### config.mk
export PLATFORM = sky130hd
export DESIGN_NAME = ebcd_datapath
export DESIGN_NICKNAME = d
export VERILOG_FILES = /design/src/hdl/ebcd_pkg.sv /design/src/hdl/ebcd_alu.sv /design/src/hdl/ebcd_datapath.sv
export SDC_FILE = /design/constraint.sdc
export NUM_CORES = 1
export LEC_CHECK = 0
export ABC_AREA = 0
export BUFFER_PORTS_ARGS = -buffer_cell sky130_fd_sc_hd__buf_2
export CAP_MARGIN = 20
export CORE_MARGIN = 1.5
export CORE_UTILIZATION = 50
export DETAILED_ROUTE_END_ITERATION = 16
export GPL_TIMING_DRIVEN = 0
export PLACE_DENSITY = 0.78
export SLEW_MARGIN = 20
export SYNTH_ARGS = -nofsm -noshare
export SYNTH_HDL_FRONTEND = slang
export SYNTH_SLANG_ARGS = --single-unit
### constraint.sdc
create_clock -name clk -period 4.12 [get_ports clk]
set_input_delay 0.412 -clock clk [delete_from_list [all_inputs] [get_ports clk]]
set_output_delay 0.412 -clock clk [all_outputs]
set_load 0.005 [all_outputs]
### src/hdl/ebcd_pkg.sv
// Constants, codes and carrier types for the eight-bit CPU datapath.
// Assumes one 100 MHz clock and a micro-op stream written through the register port.
//
// What this block does
// RULE_01 - Eight-bit two-way tri-state data bus
// RULE_02 - Separate sixteen-bit tri-state address bus
// RULE_03 - Six control outputs, four control inputs
// RULE_04 - Six sixteen-bit registers in static array
// RULE_05 - Program counter steps on every fetch
// RULE_06 - Stack pointer: push decrements, pop increments
// RULE_07 - General registers usable as bytes or pairs
// RULE_08 - Temporary pair hidden from program selection
// RULE_09 - Byte moves pass register-select multiplexer
// RULE_10 - Address latch loads pairs, drives pins
// RULE_11 - Incrementer returns latch incremented, decremented, unchanged
// RULE_12 - Accumulator, temporaries and five flag bits
// RULE_13 - ALU fed by temporaries and carry
// RULE_14 - Operand register loads from internal bus
// RULE_15 - Accumulator loads from ALU or bus
// RULE_16 - Decimal adjust uses accumulator and auxiliary carry
// RULE_17 - Fetched opcode goes to instruction register
// RULE_18 - Decoded op gated by timing steers datapath
// RULE_19 - Output latch drives pins, drivers off otherwise
// RULE_20 - Input mode passes pins to internal bus
// RULE_21 - Internal bus precharged except in read transfer, source drive and ALU step
// RULE_22 - I/O cycle sends port address, moves byte
// RULE_23 - Cycle-start strobe opens each machine cycle
// RULE_24 - Instruction register holds until next fetch

package ebcd_pkg;

  // ----------------------------------------------------------------
  // Widths and register port map
  // ----------------------------------------------------------------
  localparam int          DATA_W     = 8;
  localparam int          ADDR_W     = 16;
  localparam int          RP_AW      = 4;
  localparam int          RP_DW      = 16;
  localparam logic [3:0]  OFS_CTRL   = 4'h0;
  localparam logic [3:0]  OFS_UOP    = 4'h1;
  localparam logic [3:0]  OFS_STATUS = 4'h2;
  localparam logic [3:0]  OFS_ACC    = 4'h3;
  localparam logic [3:0]  OFS_IR     = 4'h4;
  localparam logic [3:0]  OFS_PC     = 4'h5;
  localparam logic [3:0]  OFS_SP     = 4'h6;
  localparam logic [3:0]  OFS_ADDR   = 4'h7;
  localparam int          CTRL_IE    = 0;
  localparam int          CTRL_CLR_IRQ = 1;
  localparam int          CTRL_CLR_REF = 2;

  // ----------------------------------------------------------------
  // Reset values and fixed figures
  // ----------------------------------------------------------------
  localparam logic [7:0]  BUS_PRECHARGE = 8'hFF;
  localparam logic [15:0] PC_RESET      = 16'h0000;
  localparam logic [15:0] SP_RESET      = 16'h0000;
  localparam logic [15:0] IDU_STEP      = 16'h0001;
  localparam logic [7:0]  BYTE_RESET    = 8'h00;

  // ----------------------------------------------------------------
  // Selector codes: bytes and pairs
  // ----------------------------------------------------------------
  localparam logic [2:0]  SEL_MEMX  = 3'h6;
  localparam logic [2:0]  SEL_ACC   = 3'h7;
  localparam logic [2:0]  IDX_W     = 3'h6;
  localparam logic [2:0]  IDX_Z     = 3'h7;
  localparam logic [2:0]  PAIR_SP   = 3'h3;
  localparam logic [2:0]  PAIR_PC   = 3'h4;
  localparam logic [2:0]  PAIR_WZ   = 3'h5;

  typedef enum logic [3:0] {
    OP_NOP = 4'h0, OP_FETCH = 4'h1, OP_OPND = 4'h2, OP_MRD = 4'h3,
    OP_MWR = 4'h4, OP_IN    = 4'h5, OP_OUT  = 4'h6, OP_MOV = 4'h7,
    OP_ALU = 4'h8, OP_DAA   = 4'h9, OP_INX  = 4'hA, OP_DCX = 4'hB,
    OP_PUSH = 4'hC, OP_POP  = 4'hD
  } ebcd_op_t;

  typedef enum logic [3:0] {
    ALU_ADD = 4'h0, ALU_ADC = 4'h1, ALU_SUB = 4'h2, ALU_SBB = 4'h3,
    ALU_AND = 4'h4, ALU_XOR = 4'h5, ALU_OR  = 4'h6, ALU_CMP = 4'h7,
    ALU_RLC = 4'h8, ALU_RRC = 4'h9, ALU_RAL = 4'hA, ALU_RAR = 4'hB,
    ALU_DAA = 4'hC
  } ebcd_alu_op_t;

  typedef struct packed {
    logic [1:0]   spare;
    ebcd_alu_op_t alu;
    logic [2:0]   src;
    logic [2:0]   dst;
    ebcd_op_t     op;
  } ebcd_uop_t;

  typedef struct packed {
    logic sign;
    logic zero;
    logic aux;
    logic parity;
    logic carry;
  } ebcd_flags_t;

  typedef struct packed {
    logic sync;
    logic data_in_strobe;
    logic wait_ind;
    logic write_n;
    logic hold_grant;
    logic irq_enable_flag;
  } ebcd_timing_t;

endpackage : ebcd_pkg

### src/hdl/ebcd_alu.sv
// Arithmetic, logic, rotate and decimal adjust on one byte.
// Assumes purely combinational use from the datapath core.
`timescale 1ns/100ps
`default_nettype none

module ebcd_alu (
  // Operands
  input  wire ebcd_pkg::ebcd_alu_op_t op,
  input  wire logic [7:0]             act,
  input  wire logic [7:0]             tmp,
  input  wire ebcd_pkg::ebcd_flags_t  flags_in,
  // Result
  output logic [7:0]                  result,
  output ebcd_pkg::ebcd_flags_t       flags_out
);

  // ----------------------------------------------------------------
  // Operation select
  // ----------------------------------------------------------------
  logic [8:0] wide;
  logic       aux;
  logic [7:0] adj;

  always_comb begin
    wide = {1'b0, act};
    aux  = flags_in.aux;
    adj  = 8'h00;
    unique case (op)
      ebcd_pkg::ALU_ADD, ebcd_pkg::ALU_ADC: begin // RULE_13
        wide = {1'b0, act} + {1'b0, tmp} + {8'h00, op == ebcd_pkg::ALU_ADC && flags_in.carry};
        aux  = (({1'b0, act[3:0]} + {1'b0, tmp[3:0]}
               + {4'h0, op == ebcd_pkg::ALU_ADC && flags_in.carry}) > 5'h0F);
      end
      ebcd_pkg::ALU_SUB, ebcd_pkg::ALU_SBB, ebcd_pkg::ALU_CMP: begin
        wide = {1'b0, act} - {1'b0, tmp} - {8'h00, op == ebcd_pkg::ALU_SBB && flags_in.carry};
        aux  = ({1'b0, act[3:0]} < ({1'b0, tmp[3:0]}
               + {4'h0, op == ebcd_pkg::ALU_SBB && flags_in.carry}));
      end
      ebcd_pkg::ALU_AND: wide = {1'b0, act & tmp};
      ebcd_pkg::ALU_XOR: wide = {1'b0, act ^ tmp};
      ebcd_pkg::ALU_OR:  wide = {1'b0, act | tmp};
      ebcd_pkg::ALU_RLC: wide = {act[7], act[6:0], act[7]};
      ebcd_pkg::ALU_RRC: wide = {act[0], act[0], act[7:1]};
      ebcd_pkg::ALU_RAL: wide = {act[7], act[6:0], flags_in.carry};
      ebcd_pkg::ALU_RAR: wide = {act[0], flags_in.carry, act[7:1]};
      ebcd_pkg::ALU_DAA: begin // RULE_16
        if (act[3:0] > 4'h9 || flags_in.aux) adj[3:0] = 4'h6;
        if (act[7:4] > 4'h9 || flags_in.carry
            || (act[7:4] == 4'h9 && act[3:0] > 4'h9)) adj[7:4] = 4'h6;
        wide = {1'b0, act} + {1'b0, adj};
        wide[8] = wide[8] | flags_in.carry;
        aux  = ({1'b0, act[3:0]} + {1'b0, adj[3:0]}) > 5'h0F;
      end
      default: wide = {1'b0, act};
    endcase
  end

  // ----------------------------------------------------------------
  // Result and flags
  // ----------------------------------------------------------------
  wire        is_rot = op inside {ebcd_pkg::ALU_RLC, ebcd_pkg::ALU_RRC,
                                  ebcd_pkg::ALU_RAL, ebcd_pkg::ALU_RAR};
  wire        is_log = op inside {ebcd_pkg::ALU_AND, ebcd_pkg::ALU_XOR, ebcd_pkg::ALU_OR};
  wire [7:0]  res    = wide[7:0];

  assign result           = (op == ebcd_pkg::ALU_CMP) ? act : res;
  assign flags_out.carry  = is_log ? 1'b0 : wide[8];
  assign flags_out.sign   = is_rot ? flags_in.sign : res[7];
  assign flags_out.zero   = is_rot ? flags_in.zero : (res == 8'h00);
  assign flags_out.parity = is_rot ? flags_in.parity : ~^res;
  assign flags_out.aux    = (is_rot || is_log) ? flags_in.aux : aux;

endmodule : ebcd_alu

`default_nettype wire

### src/hdl/ebcd_datapath.sv
// Datapath core: register array, address latch, ALU section, IR and bus buffer.
// Assumes a sequencer writes one micro-op at a time and reads status back.
`timescale 1ns/100ps
`default_nettype none

module ebcd_datapath #(
  parameter int NUM_GPR = 8
) (
  // Clock and reset
  input  wire logic                   clk,
  input  wire logic                   rstn,
  // Register port
  input  wire logic [3:0]             reg_addr,
  input  wire logic [15:0]            reg_wdata,
  input  wire logic                   reg_wr,
  input  wire logic                   reg_rd,
  output logic [15:0]                 reg_rdata,
  // System bus
  input  wire logic [7:0]             data_in,
  output logic [7:0]                  data_out,
  output logic                        data_oe,
  output logic [15:0]                 addr_out,
  output logic                        addr_oe,
  // Control pins
  input  wire logic                   ready,
  input  wire logic                   hold,
  input  wire logic                   irq_req,
  output ebcd_pkg::ebcd_timing_t      timing
);

  // ----------------------------------------------------------------
  // Elaboration check
  // ----------------------------------------------------------------
  if (NUM_GPR != 8) begin : g_bad_gpr
    $error("NUM_GPR must be 8");
  end

  // ----------------------------------------------------------------
  // State and storage
  // ----------------------------------------------------------------
  typedef enum logic [4:0] {
    ST_IDLE = 5'b00001, ST_ADDR = 5'b00010, ST_STROBE = 5'b00100,
    ST_XFER = 5'b01000, ST_INT  = 5'b10000
  } ebcd_state_t;

  ebcd_state_t           state;
  ebcd_state_t           next_state;
  ebcd_pkg::ebcd_uop_t   cur;
  ebcd_pkg::ebcd_flags_t flags;
  ebcd_pkg::ebcd_flags_t alu_flags;
  logic [7:0]            gpr [NUM_GPR];
  logic [7:0]            acc;
  logic [7:0]            act;
  logic [7:0]            tmp;
  logic [7:0]            ir;
  logic [15:0]           pc;
  logic [15:0]           sp;
  logic [15:0]           addr_latch;
  logic                  irq_seen;
  logic                  refused;
  logic [7:0]            alu_res;

  // ----------------------------------------------------------------
  // Op classes and selectors
  // ----------------------------------------------------------------
  function automatic logic is_rd(input ebcd_pkg::ebcd_op_t o);
    return o inside {ebcd_pkg::OP_FETCH, ebcd_pkg::OP_OPND, ebcd_pkg::OP_MRD,
                     ebcd_pkg::OP_IN, ebcd_pkg::OP_POP};
  endfunction : is_rd

  function automatic logic is_wr(input ebcd_pkg::ebcd_op_t o);
    return o inside {ebcd_pkg::OP_MWR, ebcd_pkg::OP_OUT, ebcd_pkg::OP_PUSH};
  endfunction : is_wr

  function automatic logic [15:0] pair_read(input logic [2:0] p);
    logic [15:0] v;
    v = 16'h0000;
    unique case (p)
      3'h0, 3'h1, 3'h2:   v = {gpr[{p[1:0], 1'b0}], gpr[{p[1:0], 1'b1}]};
      ebcd_pkg::PAIR_SP:  v = sp;
      ebcd_pkg::PAIR_PC:  v = pc;
      ebcd_pkg::PAIR_WZ:  v = {gpr[ebcd_pkg::IDX_W], gpr[ebcd_pkg::IDX_Z]};
      default:            v = 16'h0000;
    endcase
    return v;
  endfunction : pair_read

  wire ebcd_pkg::ebcd_uop_t new_uop = ebcd_pkg::ebcd_uop_t'(reg_wdata);
  wire        uop_wr   = reg_wr && reg_addr == ebcd_pkg::OFS_UOP;
  wire        ctrl_wr  = reg_wr && reg_addr == ebcd_pkg::OFS_CTRL;
  wire        busy     = state != ST_IDLE || timing.hold_grant;
  wire        accept   = uop_wr && !busy && !hold;
  wire        refuse   = uop_wr && !accept;
  wire ebcd_pkg::ebcd_op_t op_eff = accept ? new_uop.op : cur.op;
  wire        in_xfer_rd = state == ST_XFER && is_rd(cur.op);
  wire        alu_step = state == ST_INT && cur.op inside {ebcd_pkg::OP_ALU, ebcd_pkg::OP_DAA};
  wire        pair_step = state == ST_INT && cur.op inside {ebcd_pkg::OP_INX, ebcd_pkg::OP_DCX};
  wire        is_push  = cur.op == ebcd_pkg::OP_PUSH;

  // Register-select multiplexer onto the internal bus
  wire [7:0]  src_byte = (new_uop.src == ebcd_pkg::SEL_ACC) ? acc :
                         (new_uop.src < ebcd_pkg::SEL_MEMX) ? gpr[new_uop.src] :
                         ebcd_pkg::BUS_PRECHARGE; // RULE_09
  wire        src_drive = accept && new_uop.op inside {ebcd_pkg::OP_MOV, ebcd_pkg::OP_ALU,
                          ebcd_pkg::OP_MWR, ebcd_pkg::OP_OUT, ebcd_pkg::OP_PUSH};

  // Internal bus: pins in read transfer, else a source, else the ALU result in an ALU step, else precharge
  wire [7:0]  ibus = in_xfer_rd ? data_in : // RULE_20
                     src_drive ? src_byte :
                     alu_step ? alu_res : // RULE_13
                     ebcd_pkg::BUS_PRECHARGE; // RULE_21

  // Address latch source
  wire [2:0]  pair_sel = (new_uop.op == ebcd_pkg::OP_MRD) ? new_uop.src : new_uop.dst;
  wire [15:0] latch_src =
      new_uop.op inside {ebcd_pkg::OP_FETCH, ebcd_pkg::OP_OPND} ? pc :
      new_uop.op inside {ebcd_pkg::OP_PUSH, ebcd_pkg::OP_POP} ? sp :
      new_uop.op inside {ebcd_pkg::OP_IN, ebcd_pkg::OP_OUT} ?
        {gpr[ebcd_pkg::IDX_Z], gpr[ebcd_pkg::IDX_Z]} : // RULE_22
      pair_read(pair_sel); // RULE_10

  // Incrementer/decrementer on the latch
  wire        idu_dec = (state == ST_ADDR && is_push) ||
                        (pair_step && cur.op == ebcd_pkg::OP_DCX);
  wire        idu_inc = (in_xfer_rd && cur.op inside {ebcd_pkg::OP_FETCH, ebcd_pkg::OP_OPND,
                        ebcd_pkg::OP_POP}) || (pair_step && cur.op == ebcd_pkg::OP_INX);
  wire [15:0] idu_out = idu_dec ? addr_latch - ebcd_pkg::IDU_STEP :
                        idu_inc ? addr_latch + ebcd_pkg::IDU_STEP : addr_latch; // RULE_11

  // Byte write decode
  wire        opnd_wr  = in_xfer_rd && cur.op == ebcd_pkg::OP_OPND;
  wire        mov_wr   = accept && new_uop.op == ebcd_pkg::OP_MOV;
  wire        prog_wr  = mov_wr || (in_xfer_rd && cur.op inside {ebcd_pkg::OP_MRD,
                         ebcd_pkg::OP_POP});
  wire [2:0]  wsel     = mov_wr ? new_uop.dst : cur.dst;
  wire [2:0]  gpr_widx = opnd_wr ? (cur.dst[0] ? ebcd_pkg::IDX_W : ebcd_pkg::IDX_Z) : wsel;
  wire        gpr_we   = opnd_wr || (prog_wr && wsel < ebcd_pkg::SEL_MEMX); // RULE_08
  wire        acc_bus_we = (prog_wr && wsel == ebcd_pkg::SEL_ACC) ||
                           (in_xfer_rd && cur.op == ebcd_pkg::OP_IN);
  wire        pair_gpr = pair_step && (cur.dst < ebcd_pkg::PAIR_SP ||
                         cur.dst == ebcd_pkg::PAIR_WZ);
  wire [2:0]  pair_hi  = (cur.dst == ebcd_pkg::PAIR_WZ) ? ebcd_pkg::IDX_W : {cur.dst[1:0], 1'b0};

  // ----------------------------------------------------------------
  // Register array: each byte alone or as half of a pair
  // ----------------------------------------------------------------
  for (genvar i = 0; i < NUM_GPR; i++) begin : g_gpr
    wire hi_we = pair_gpr && pair_hi == 3'(i);
    wire lo_we = pair_gpr && (pair_hi | 3'h1) == 3'(i);
    always_ff @(posedge clk or negedge rstn) begin
      if (!rstn) begin
        gpr[i] <= ebcd_pkg::BYTE_RESET;
      end else if (hi_we || lo_we) begin
        gpr[i] <= hi_we ? idu_out[15:8] : idu_out[7:0]; // RULE_07
      end else if (gpr_we && gpr_widx == 3'(i)) begin
        gpr[i] <= ibus; // RULE_04
      end
    end
  end

  // ----------------------------------------------------------------
  // ALU section
  // ----------------------------------------------------------------
  ebcd_alu u_alu (
    .op        (cur.op == ebcd_pkg::OP_DAA ? ebcd_pkg::ALU_DAA : cur.alu),
    .act       (act),
    .tmp       (tmp),
    .flags_in  (flags),
    .result    (alu_res),
    .flags_out (alu_flags)
  );

  always_ff @(posedge clk or negedge rstn) begin
    if (!rstn) begin
      acc   <= ebcd_pkg::BYTE_RESET;
      act   <= ebcd_pkg::BYTE_RESET;
      tmp   <= ebcd_pkg::BYTE_RESET;
      flags <= '0;
    end else begin
      if (accept && new_uop.op inside {ebcd_pkg::OP_ALU, ebcd_pkg::OP_DAA})
        act <= acc; // RULE_15
      if (accept && new_uop.op == ebcd_pkg::OP_ALU)
        tmp <= ibus; // RULE_14
      if (alu_step) begin
        acc   <= alu_res; // RULE_12
        flags <= alu_flags;
      end else if (acc_bus_we) begin
        acc <= ibus; // RULE_15
      end
    end
  end

  // ----------------------------------------------------------------
  // Sequencing of bus and internal steps
  // ----------------------------------------------------------------
  always_comb begin
    next_state = state;
    unique case (state)
      ST_IDLE:   if (accept) begin // RULE_18
        if (is_rd(new_uop.op) || is_wr(new_uop.op)) next_state = ST_ADDR;
        else if (new_uop.op inside {ebcd_pkg::OP_ALU, ebcd_pkg::OP_DAA,
                 ebcd_pkg::OP_INX, ebcd_pkg::OP_DCX}) next_state = ST_INT;
      end
      ST_ADDR:   next_state = ST_STROBE;
      ST_STROBE: if (ready) next_state = ST_XFER;
      ST_XFER:   next_state = ST_IDLE;
      ST_INT:    next_state = ST_IDLE;
    endcase
  end

  wire in_bus_next = next_state inside {ST_ADDR, ST_STROBE, ST_XFER};
  wire in_io_next  = next_state inside {ST_STROBE, ST_XFER};

  always_ff @(posedge clk or negedge rstn) begin
    if (!rstn) begin
      state      <= ST_IDLE;
      cur        <= '0;
      ir         <= ebcd_pkg::BYTE_RESET;
      pc         <= ebcd_pkg::PC_RESET;
      sp         <= ebcd_pkg::SP_RESET;
      addr_latch <= ebcd_pkg::PC_RESET;
      addr_out   <= ebcd_pkg::PC_RESET;
      data_out   <= ebcd_pkg::BYTE_RESET;
    end else begin
      state <= next_state;
      if (accept) begin
        cur        <= new_uop;
        addr_latch <= latch_src; // RULE_10
        if (is_wr(new_uop.op)) data_out <= ibus; // RULE_19
      end
      if (state == ST_ADDR) begin
        addr_latch <= idu_out;
        addr_out   <= idu_out; // RULE_02
        if (is_push) sp <= idu_out; // RULE_06
      end
      if (pair_step && cur.dst == ebcd_pkg::PAIR_SP) sp <= idu_out;
      if (pair_step && cur.dst == ebcd_pkg::PAIR_PC) pc <= idu_out;
      if (in_xfer_rd) begin
        unique case (cur.op)
          ebcd_pkg::OP_FETCH: begin
            ir <= ibus; // RULE_17
            pc <= idu_out; // RULE_05
          end
          ebcd_pkg::OP_OPND: pc <= idu_out;
          ebcd_pkg::OP_POP:  sp <= idu_out; // RULE_06
          default: ;
        endcase
      end
    end
  end

  // ----------------------------------------------------------------
  // Pin timing outputs and buffer enables
  // ----------------------------------------------------------------
  always_ff @(posedge clk or negedge rstn) begin
    if (!rstn) begin
      timing   <= '{sync: 1'b0, data_in_strobe: 1'b0, wait_ind: 1'b0, write_n: 1'b1,
                    hold_grant: 1'b0, irq_enable_flag: 1'b0};
      addr_oe  <= 1'b0;
      data_oe  <= 1'b0;
      irq_seen <= 1'b0;
      refused  <= 1'b0;
    end else begin
      timing.sync           <= next_state == ST_ADDR && state == ST_IDLE; // RULE_23
      timing.data_in_strobe <= is_rd(op_eff) && in_io_next; // RULE_03
      timing.wait_ind       <= state == ST_STROBE && !ready;
      timing.write_n        <= !(is_wr(op_eff) && in_io_next);
      timing.hold_grant     <= hold && state == ST_IDLE && !accept;
      if (ctrl_wr) timing.irq_enable_flag <= reg_wdata[ebcd_pkg::CTRL_IE];
      addr_oe  <= in_io_next; // RULE_02
      data_oe  <= is_wr(op_eff) && in_bus_next; // RULE_01
      irq_seen <= irq_req || (irq_seen && !(ctrl_wr && reg_wdata[ebcd_pkg::CTRL_CLR_IRQ]));
      refused  <= refuse || (refused && !(ctrl_wr && reg_wdata[ebcd_pkg::CTRL_CLR_REF]));
    end
  end

  // ----------------------------------------------------------------
  // Register port read
  // ----------------------------------------------------------------
  wire [15:0] status = {7'h00, refused, irq_seen, timing.hold_grant, busy, flags};
  wire [15:0] rd_mux =
      (reg_addr == ebcd_pkg::OFS_CTRL)   ? {15'h0000, timing.irq_enable_flag} :
      (reg_addr == ebcd_pkg::OFS_STATUS) ? status :
      (reg_addr == ebcd_pkg::OFS_ACC)    ? {8'h00, acc} :
      (reg_addr == ebcd_pkg::OFS_IR)     ? {8'h00, ir} :
      (reg_addr == ebcd_pkg::OFS_PC)     ? pc :
      (reg_addr == ebcd_pkg::OFS_SP)     ? sp :
      (reg_addr == ebcd_pkg::OFS_ADDR)   ? addr_latch : 16'h0000;

  always_ff @(posedge clk or negedge rstn) begin
    if (!rstn) reg_rdata <= 16'h0000;
    else       reg_rdata <= reg_rd ? rd_mux : 16'h0000;
  end
endmodule : ebcd_datapath

`default_nettype wire

==> metrics.md, run 1 <==
| Metric | Value |
|---|---|
| Status | `complete, no violations` |
| Max-slew headroom | `0.1885` |
| Initial Utilization | `0.5097` |
| Asr flop ratio synth | `1.000` |
| Synthesized cell area | `14670 um^2` |
| Commonest non-fill, non-tap cell in the layout | `nand2_1` |
| Arrival time worst endpoint | `4450 ps` |
| I/O pin cnt | `83` |
| Hold_ws | `48.78 ps` |
| Final wirelength | `56620 um` |
| Vias in the first global route | `13410` |
| Worst hold path class | `input port to register` |
| Worst-path maximum fanout | `10` |
| Num CTS Buffers | `26` |
| Tmin final | `4029 ps` |
| H-tree Lvls | `1` |
| P_leak | `7.212 nW` |
| Gate Count Post-Synth | `1587` |
| DIE HEIGHT | `174.3 um` |
| Drt wl/cell | `26.85 um` |
| Pre-CTS setup slack | `-915.0 ps` |
| Die Span X | `174.3 um` |
| Most frequent cells in the layout | `nand2_1, dfrtp_1, o21ai_0` |
| Antenna viol nets, final | `0` |
| WP buf/inv | `2` |
| GR Util All Layers | `0.3708` |
| Number of cells on the worst hold path | `2` |
| Dpl hpwl | `43320 um` |
| Clk root buf | `clkbuf_16` |
| Netlist cell types | `112` |
| Crit path largest cell delay | `550 ps` |
| Period utilization | `0.9779` |
| CP Class | `register to register` |
| CP startpoint kind | `register` |
| Peak VDD IR | `0.3306 mV` |
| Crit-path cells | `buf_6 > buf_6 > nand2_1 > or4_4 > fa_2 > ha_4 > a211oi_2 > o21ai_1 > a21o_1 > a21oi_2 > xnor2_2 > a221oi_4 > or2_4 > ha_1 > xnor2_1 > xnor2_1 > o21ai_1` |
| EDFF count, synth | `0` |
| Via-to-Cell Ratio | `6.702` |
| Via count | `14130` |
| F_max | `0.2482 GHz` |
| Drt pass-1 iters | `8` |
| Die footprint | `30380 um^2` |
| Yosys warns | `0` |
| Setup Viol. Count Final | `0` |
| Ys flop type | `dfrtp_1` |
| Pin slew with the least headroom to its limit | `1209 ps` |
| Clock skew | `11.07 ps` |
| RR Endpoint | `flags[1]` |
| CTS tree | `yes` |
| FP Rows | `62` |
| Reg2reg setup slack | `90 ps` |
| Share of cells above drive strength 1 | `0.1948` |
| Crit. End Element | `register` |
| Synth Area per Inst | `9.244 um^2` |
| Placer Congestion | `1.055` |
| CP required | `4550 ps` |
| Grt ovf | `0` |
| Hold path start | `ready` |
| Worst Slack Setup Final | `91.06 ps` |
| Port Buffers | `74` |
| Final nets | `1793` |
| Worst r2r src | `cur[10]` |
| #FFs+latches synth | `215` |
| Post-synthesis sequential area ratio | `0.3669` |
| Worst-Skew Late Latency | `540 ps` |
| Initial antenna violation count | `2` |
| Clock Sinks | `215` |
| Reg2reg path depth | `17` |
| MaxCap Viol Count | `0` |
| Count of final max-slew check failures | `0` |
| Crit path max-delay family | `compound AO/OA/AOI/OAI gates` |
| DRC | `0` |
| First-pass GRT wire length | `84950 um` |
| Largest net degree at the start of global routing | `87` |
| Pwr Density | `488.4 nW/um^2` |
| Layout Area Growth over Synthesis | `15.22%` |
| Hold endpoint | `timing[3]` |
| Diodes inserted | `0` |
| DRT iter0 DRCs | `1989` |
| CTS clk-pin slew, worst paths | `60 ps` |
| Core ar. | `28780 um^2` |
| Slowest-stage cell, CP | `or4_4` |
| Clock buffer depth | `3` |
| Final hold viol count | `0` |
| Syn Nets | `1674` |
## stage by stage
step / cells / cell area [um^2] / util / TNS (ps) / power (mW)
after floorplan: 1587 / 14680 / - / 0 / 4.459
after global placement: 2045 / 15530 / 0.5396 / -254360 / 5.387
after detailed placement: 2048 / 15620 / 0.5426 / -26600 / 5.447
after CTS: 2101 / 16710 / 0.5807 / 0 / 8.025
after global routing: 2109 / 16900 / 0.5873 / -7.715 / 8.544
final: 2109 / 16900 / 0.5873 / 0 / 8.254
## flip-flops by register name, summed over array words and instances, names as in the netlist
name / cells
acc: 8
act: 8
addr_latch: 16
addr_oe: 1
addr_out: 16
cur: 11
data_oe: 1
data_out: 8
flags: 5
gpr: 64
ir: 8
irq_seen: 1
pc: 16
refused: 1
reg_rdata: 16
sp: 16
state: 5
timing: 6
tmp: 8
## timing repair
action / in CTS / in global routing
setup buffers: 6 / 10
pin swaps: 8 / 14
setup endpoints to repair: 71 / 38
resized for setup: 42 / 35
endpoints found under the hold margin: 45 / 0
hold buffers: 1 / 0
## power breakdown
part	internal, mW	leakage, nW	total (mW)	switching [mW]
Combinational	1.15	4.20	3.04	1.90
Sequential	2.39	2.56	2.77	0.378
Clock	1.49	0.449	2.44	0.958
Total	5.02	7.21	8.25	3.23
## cells in the mapped netlist, types with 8 or more instances
library cell	count	area share
a211oi_1	21	0.011
a21o_1	16	0.0082
a21oi_1	78	0.027
a221o_1	8	0.0055
a222oi_1	13	0.0089
a22oi_1	16	0.0082
a31oi_1	11	0.0047
a32oi_1	9	0.0054
and2_1	12	0.0051
and3_1	8	0.0034
buf_2	30	0.010
clkbuf_1	58	0.015
dfrtp_1	213	0.36
ha_1	47	0.040
inv_1	57	0.015
mux2_2	43	0.033
mux2i_1	65	0.044
mux4_1	9	0.016
mux4_2	16	0.025
nand2_1	215	0.055
nand2b_1	14	0.0060
nand3_1	30	0.010
nor2_1	104	0.027
nor2b_1	19	0.0081
nor3_1	36	0.012
nor3b_1	11	0.0056
nor4_1	12	0.0051
o211ai_1	28	0.014
o21ai_0	123	0.042
o21ai_1	9	0.0031
o221ai_1	8	0.0048
o22ai_1	36	0.015
xnor2_1	27	0.016
## worst max-delay path by stage
| stage | from | end | slack [ps] | cells after the start |
|---|---|---|---|---|
| 2_1_floorplan | cur[11] | flags[1] | 40 | 17 |
| 3_3_place_gp | rstn | tmp[1] | -1060 | 1 |
| 3_5_place_dp | cur[11] | flags[1] | -920 | 16 |
| 4_1_cts | cur[0] | flags[1] | 3 | 15 |
| 5_1_grt | cur[10] | flags[1] | -8 | 17 |
| 6_report | cur[10] | flags[1] | 90 | 17 |
## cell type report
cell class              count  area, um^2
fillers                  2539       11880
multi-input cells        1210        8793
flip-flops and latches    215        5393
clock buffers              35       765.7
repair buffers             94       576.8
plain buffers             102       535.5
well taps                 384       480.5
inverters                  57       214.0
clock inverters            12       143.9
## logic make-up after synthesis
kind of cell | share of synthesized area
xor+xnor | 0.02371
simple gates | 0.1814
buf+inv | 0.04768
flops | 0.3669
fa+ha+maj | 0.04759
mux | 0.1209
compound gates | 0.2118
## per-layer routing
| metal | GRT usage | vias up | part of all wire |
|---|---|---|---|
| met5 | 0 | - | 0.00023 |
| met2 | 0.5558 | 916 | 0.44 |
| li1 | - | 6114 | - |
| met3 | 0.06212 | 136 | 0.11 |
| met4 | 0.1243 | 2 | 0.037 |
| met1 | 0.5428 | 6966 | 0.42 |
No activity file was read; power rests on OpenSTA's default activity.
==> run 2: changes to the inputs <==
- SETUP_SLACK_MARGIN: not set -> 0.4
==> run 2 against run 1 <==
Effect of this change: hold slack worse by 17 ps; register-to-register slack better by 40 ps; critical path depth is 1 lower; largest power group unchanged.
==> metrics.md, run 2 (synthesis results as in run 1) <==
| Metric | Value |
|---|---|
| GR Util All Layers | `0.3744` |
| CP startpoint kind | `register` |
| Pin slew with the least headroom to its limit | `1209 ps` |
| Port Buffers | `74` |
| Clk pwr share | `0.279` |
| Internal | `5.050 mW` |
| Largest Register | `gpr` |
| Drt wl/cell | `26.78 um` |
| First-pass GRT wire length | `85620 um` |
| Setup Viol. Count Final | `0` |
| Max-slew headroom | `0.1885` |
| WP buf/inv | `2` |
| CP required | `4560 ps` |
| Count of final max-slew check failures | `0` |
| Dpl hpwl | `42790 um` |
| Most frequent cells in the layout | `nand2_1, dfrtp_1, o21ai_0` |
| Largest net degree at the start of global routing | `97` |
| Placer Congestion | `1.036` |
| Clk root buf | `clkbuf_16` |
| CTS tree | `yes` |
| FP Rows | `62` |
| Share of cells above drive strength 1 | `0.2202` |
| Grt ovf | `0` |
| Crit path largest cell delay | `610 ps` |
| Vias in the first global route | `13490` |
| Tmin final | `3984 ps` |
| Peak VDD IR | `0.3306 mV` |
| Worst Slack Setup Final | `135.5 ps` |
| Via count | `14190` |
| Crit path max-delay family | `adder cells` |
| Via-to-Cell Ratio | `6.670` |
| Diodes inserted | `0` |
| Worst-Skew Late Latency | `560 ps` |
| Die Span X | `174.3 um` |
| Seq pwr share | `0.330` |
| Crit-path cells | `buf_8 > buf_8 > nand2b_4 > or4_4 > fa_2 > ha_4 > o21ai_2 > a211oi_2 > xor2_2 > a2111oi_4 > nand3_1 > o21ai_2 > ha_1 > xor2_1 > xnor2_1 > o21ai_1` |
| Core ar. | `28780 um^2` |
| CTS clk-pin slew, worst paths | `60 ps` |
| Setup TNS | `0 ps` |
| Hold_ws | `31.38 ps` |
| Crit. End Element | `register` |
| Dpl cells | `2048` |
| H-tree Lvls | `1` |
| F_max | `0.2510 GHz` |
| Final Power | `8.366 mW` |
| I/O pin cnt | `83` |
| Pre-CTS setup slack | `-517.4 ps` |
| Comb power frac | `0.391` |
| RSZ-0062 raised after global routing | `yes` |
| Pwr Density | `482.6 nW/um^2` |
| Clock buffer depth | `3` |
| Layout Area Growth over Synthesis | `18.16%` |
| Final hold viol count | `0` |
| Final core occ | `0.6023` |
| Clock skew | `25.49 ps` |
| Worst-path maximum fanout | `10` |
| Switching portion of total power | `0.3964` |
| Final wirelength | `56990 um` |
| Fin area | `17330 um^2` |
| Sw power | `3.316 mW` |
| Initial antenna violation count | `0` |
| Period utilization | `0.9671` |
| Dpl cell area | `15710 um^2` |
| Worst hold path class | `input port to register` |
| DRC | `0` |
| Clock Sinks | `215` |
| Non-filler cells, final | `2128` |
| P_leak | `7.317 nW` |
| Initial Utilization | `0.5097` |
| Commonest non-fill, non-tap cell in the layout | `nand2_1` |
| Antenna viol nets, final | `0` |
| DRT iter0 DRCs | `1828` |
| Max reg flops | `64` |
| Num CTS Buffers | `26` |
| DIE HEIGHT | `174.3 um` |
| Status | `complete, no violations` |
| Drt pass-1 iters | `6` |
| Slowest-stage cell, CP | `fa_2` |
| Final nets | `1811` |
| MaxCap Viol Count | `0` |
| CP Class | `register to register` |
| Arrival time worst endpoint | `4430 ps` |
| Die footprint | `30380 um^2` |
[run 2: power by group through the flow]
stage	registers (mW)	clock network, mW	logic (mW)
after floorplan	2.64	0	1.89
after global placement	2.77	0	2.70
after detailed placement	2.78	0	2.74
after CTS	2.74	2.34	3.05
after global routing	2.78	2.44	3.46
final	2.76	2.34	3.27
[run 2: worst reg2reg max path: stages, from the launching register on]
cell       delay [ps]
dfrtp_2           390
buf_8             150
buf_8             160
nand2b_4           50
or4_4             520
fa_2              610
ha_4              150
o21ai_2            50
a211oi_2          300
xor2_2            160
a2111oi_4         350
nand3_1           160
o21ai_2           130
ha_1              270
xor2_1            150
xnor2_1           170
o21ai_1            80
[run 2: final timing paths]
path / from / endpoint / slack, ps / cells past startpoint
worst max-delay path: cur[11] / flags[1] / 140 / 16
worst min-delay path: ready / timing[3] / 30 / 2
worst max register to register: cur[11] / flags[1] / 140 / 16
worst min register to register: addr_out[15] / addr_out[15] / 470 / 2
max in group asynchronous: rstn / tmp[2] / 2560 / 4
min in group asynchronous: rstn / addr_latch[13] / 440 / 2
[run 2: layer usage]
metal | track usage | vias up | part of all wire
li1 | - | 6145 | -
met1 | 0.5307 | 6952 | 0.41
met2 | 0.5569 | 925 | 0.43
met3 | 0.08093 | 171 | 0.11
met4 | 0.1487 | 0 | 0.048
met5 | 0 | - | 0
[run 2: area by class of cell]
cell class,instances,area (um^2)
clock buffer,36,738.2
tap,384,480.5
fill,2482,11450
inverter,57,217.7
buffer,105,631.9
multi-input combinational,1210,9036
sequential,215,5389
timing repair buffer,109,705.7
clock inverter,12,135.1
[run 2: what timing repair did]
action	in CTS	in global routing
gates resized for setup	71	51
endpoints found under the setup margin	78	71
endpoints found under the hold margin	93	0
pin swaps	15	25
setup buffers	18	9
hold buffers	1	0
gates cloned	3	1
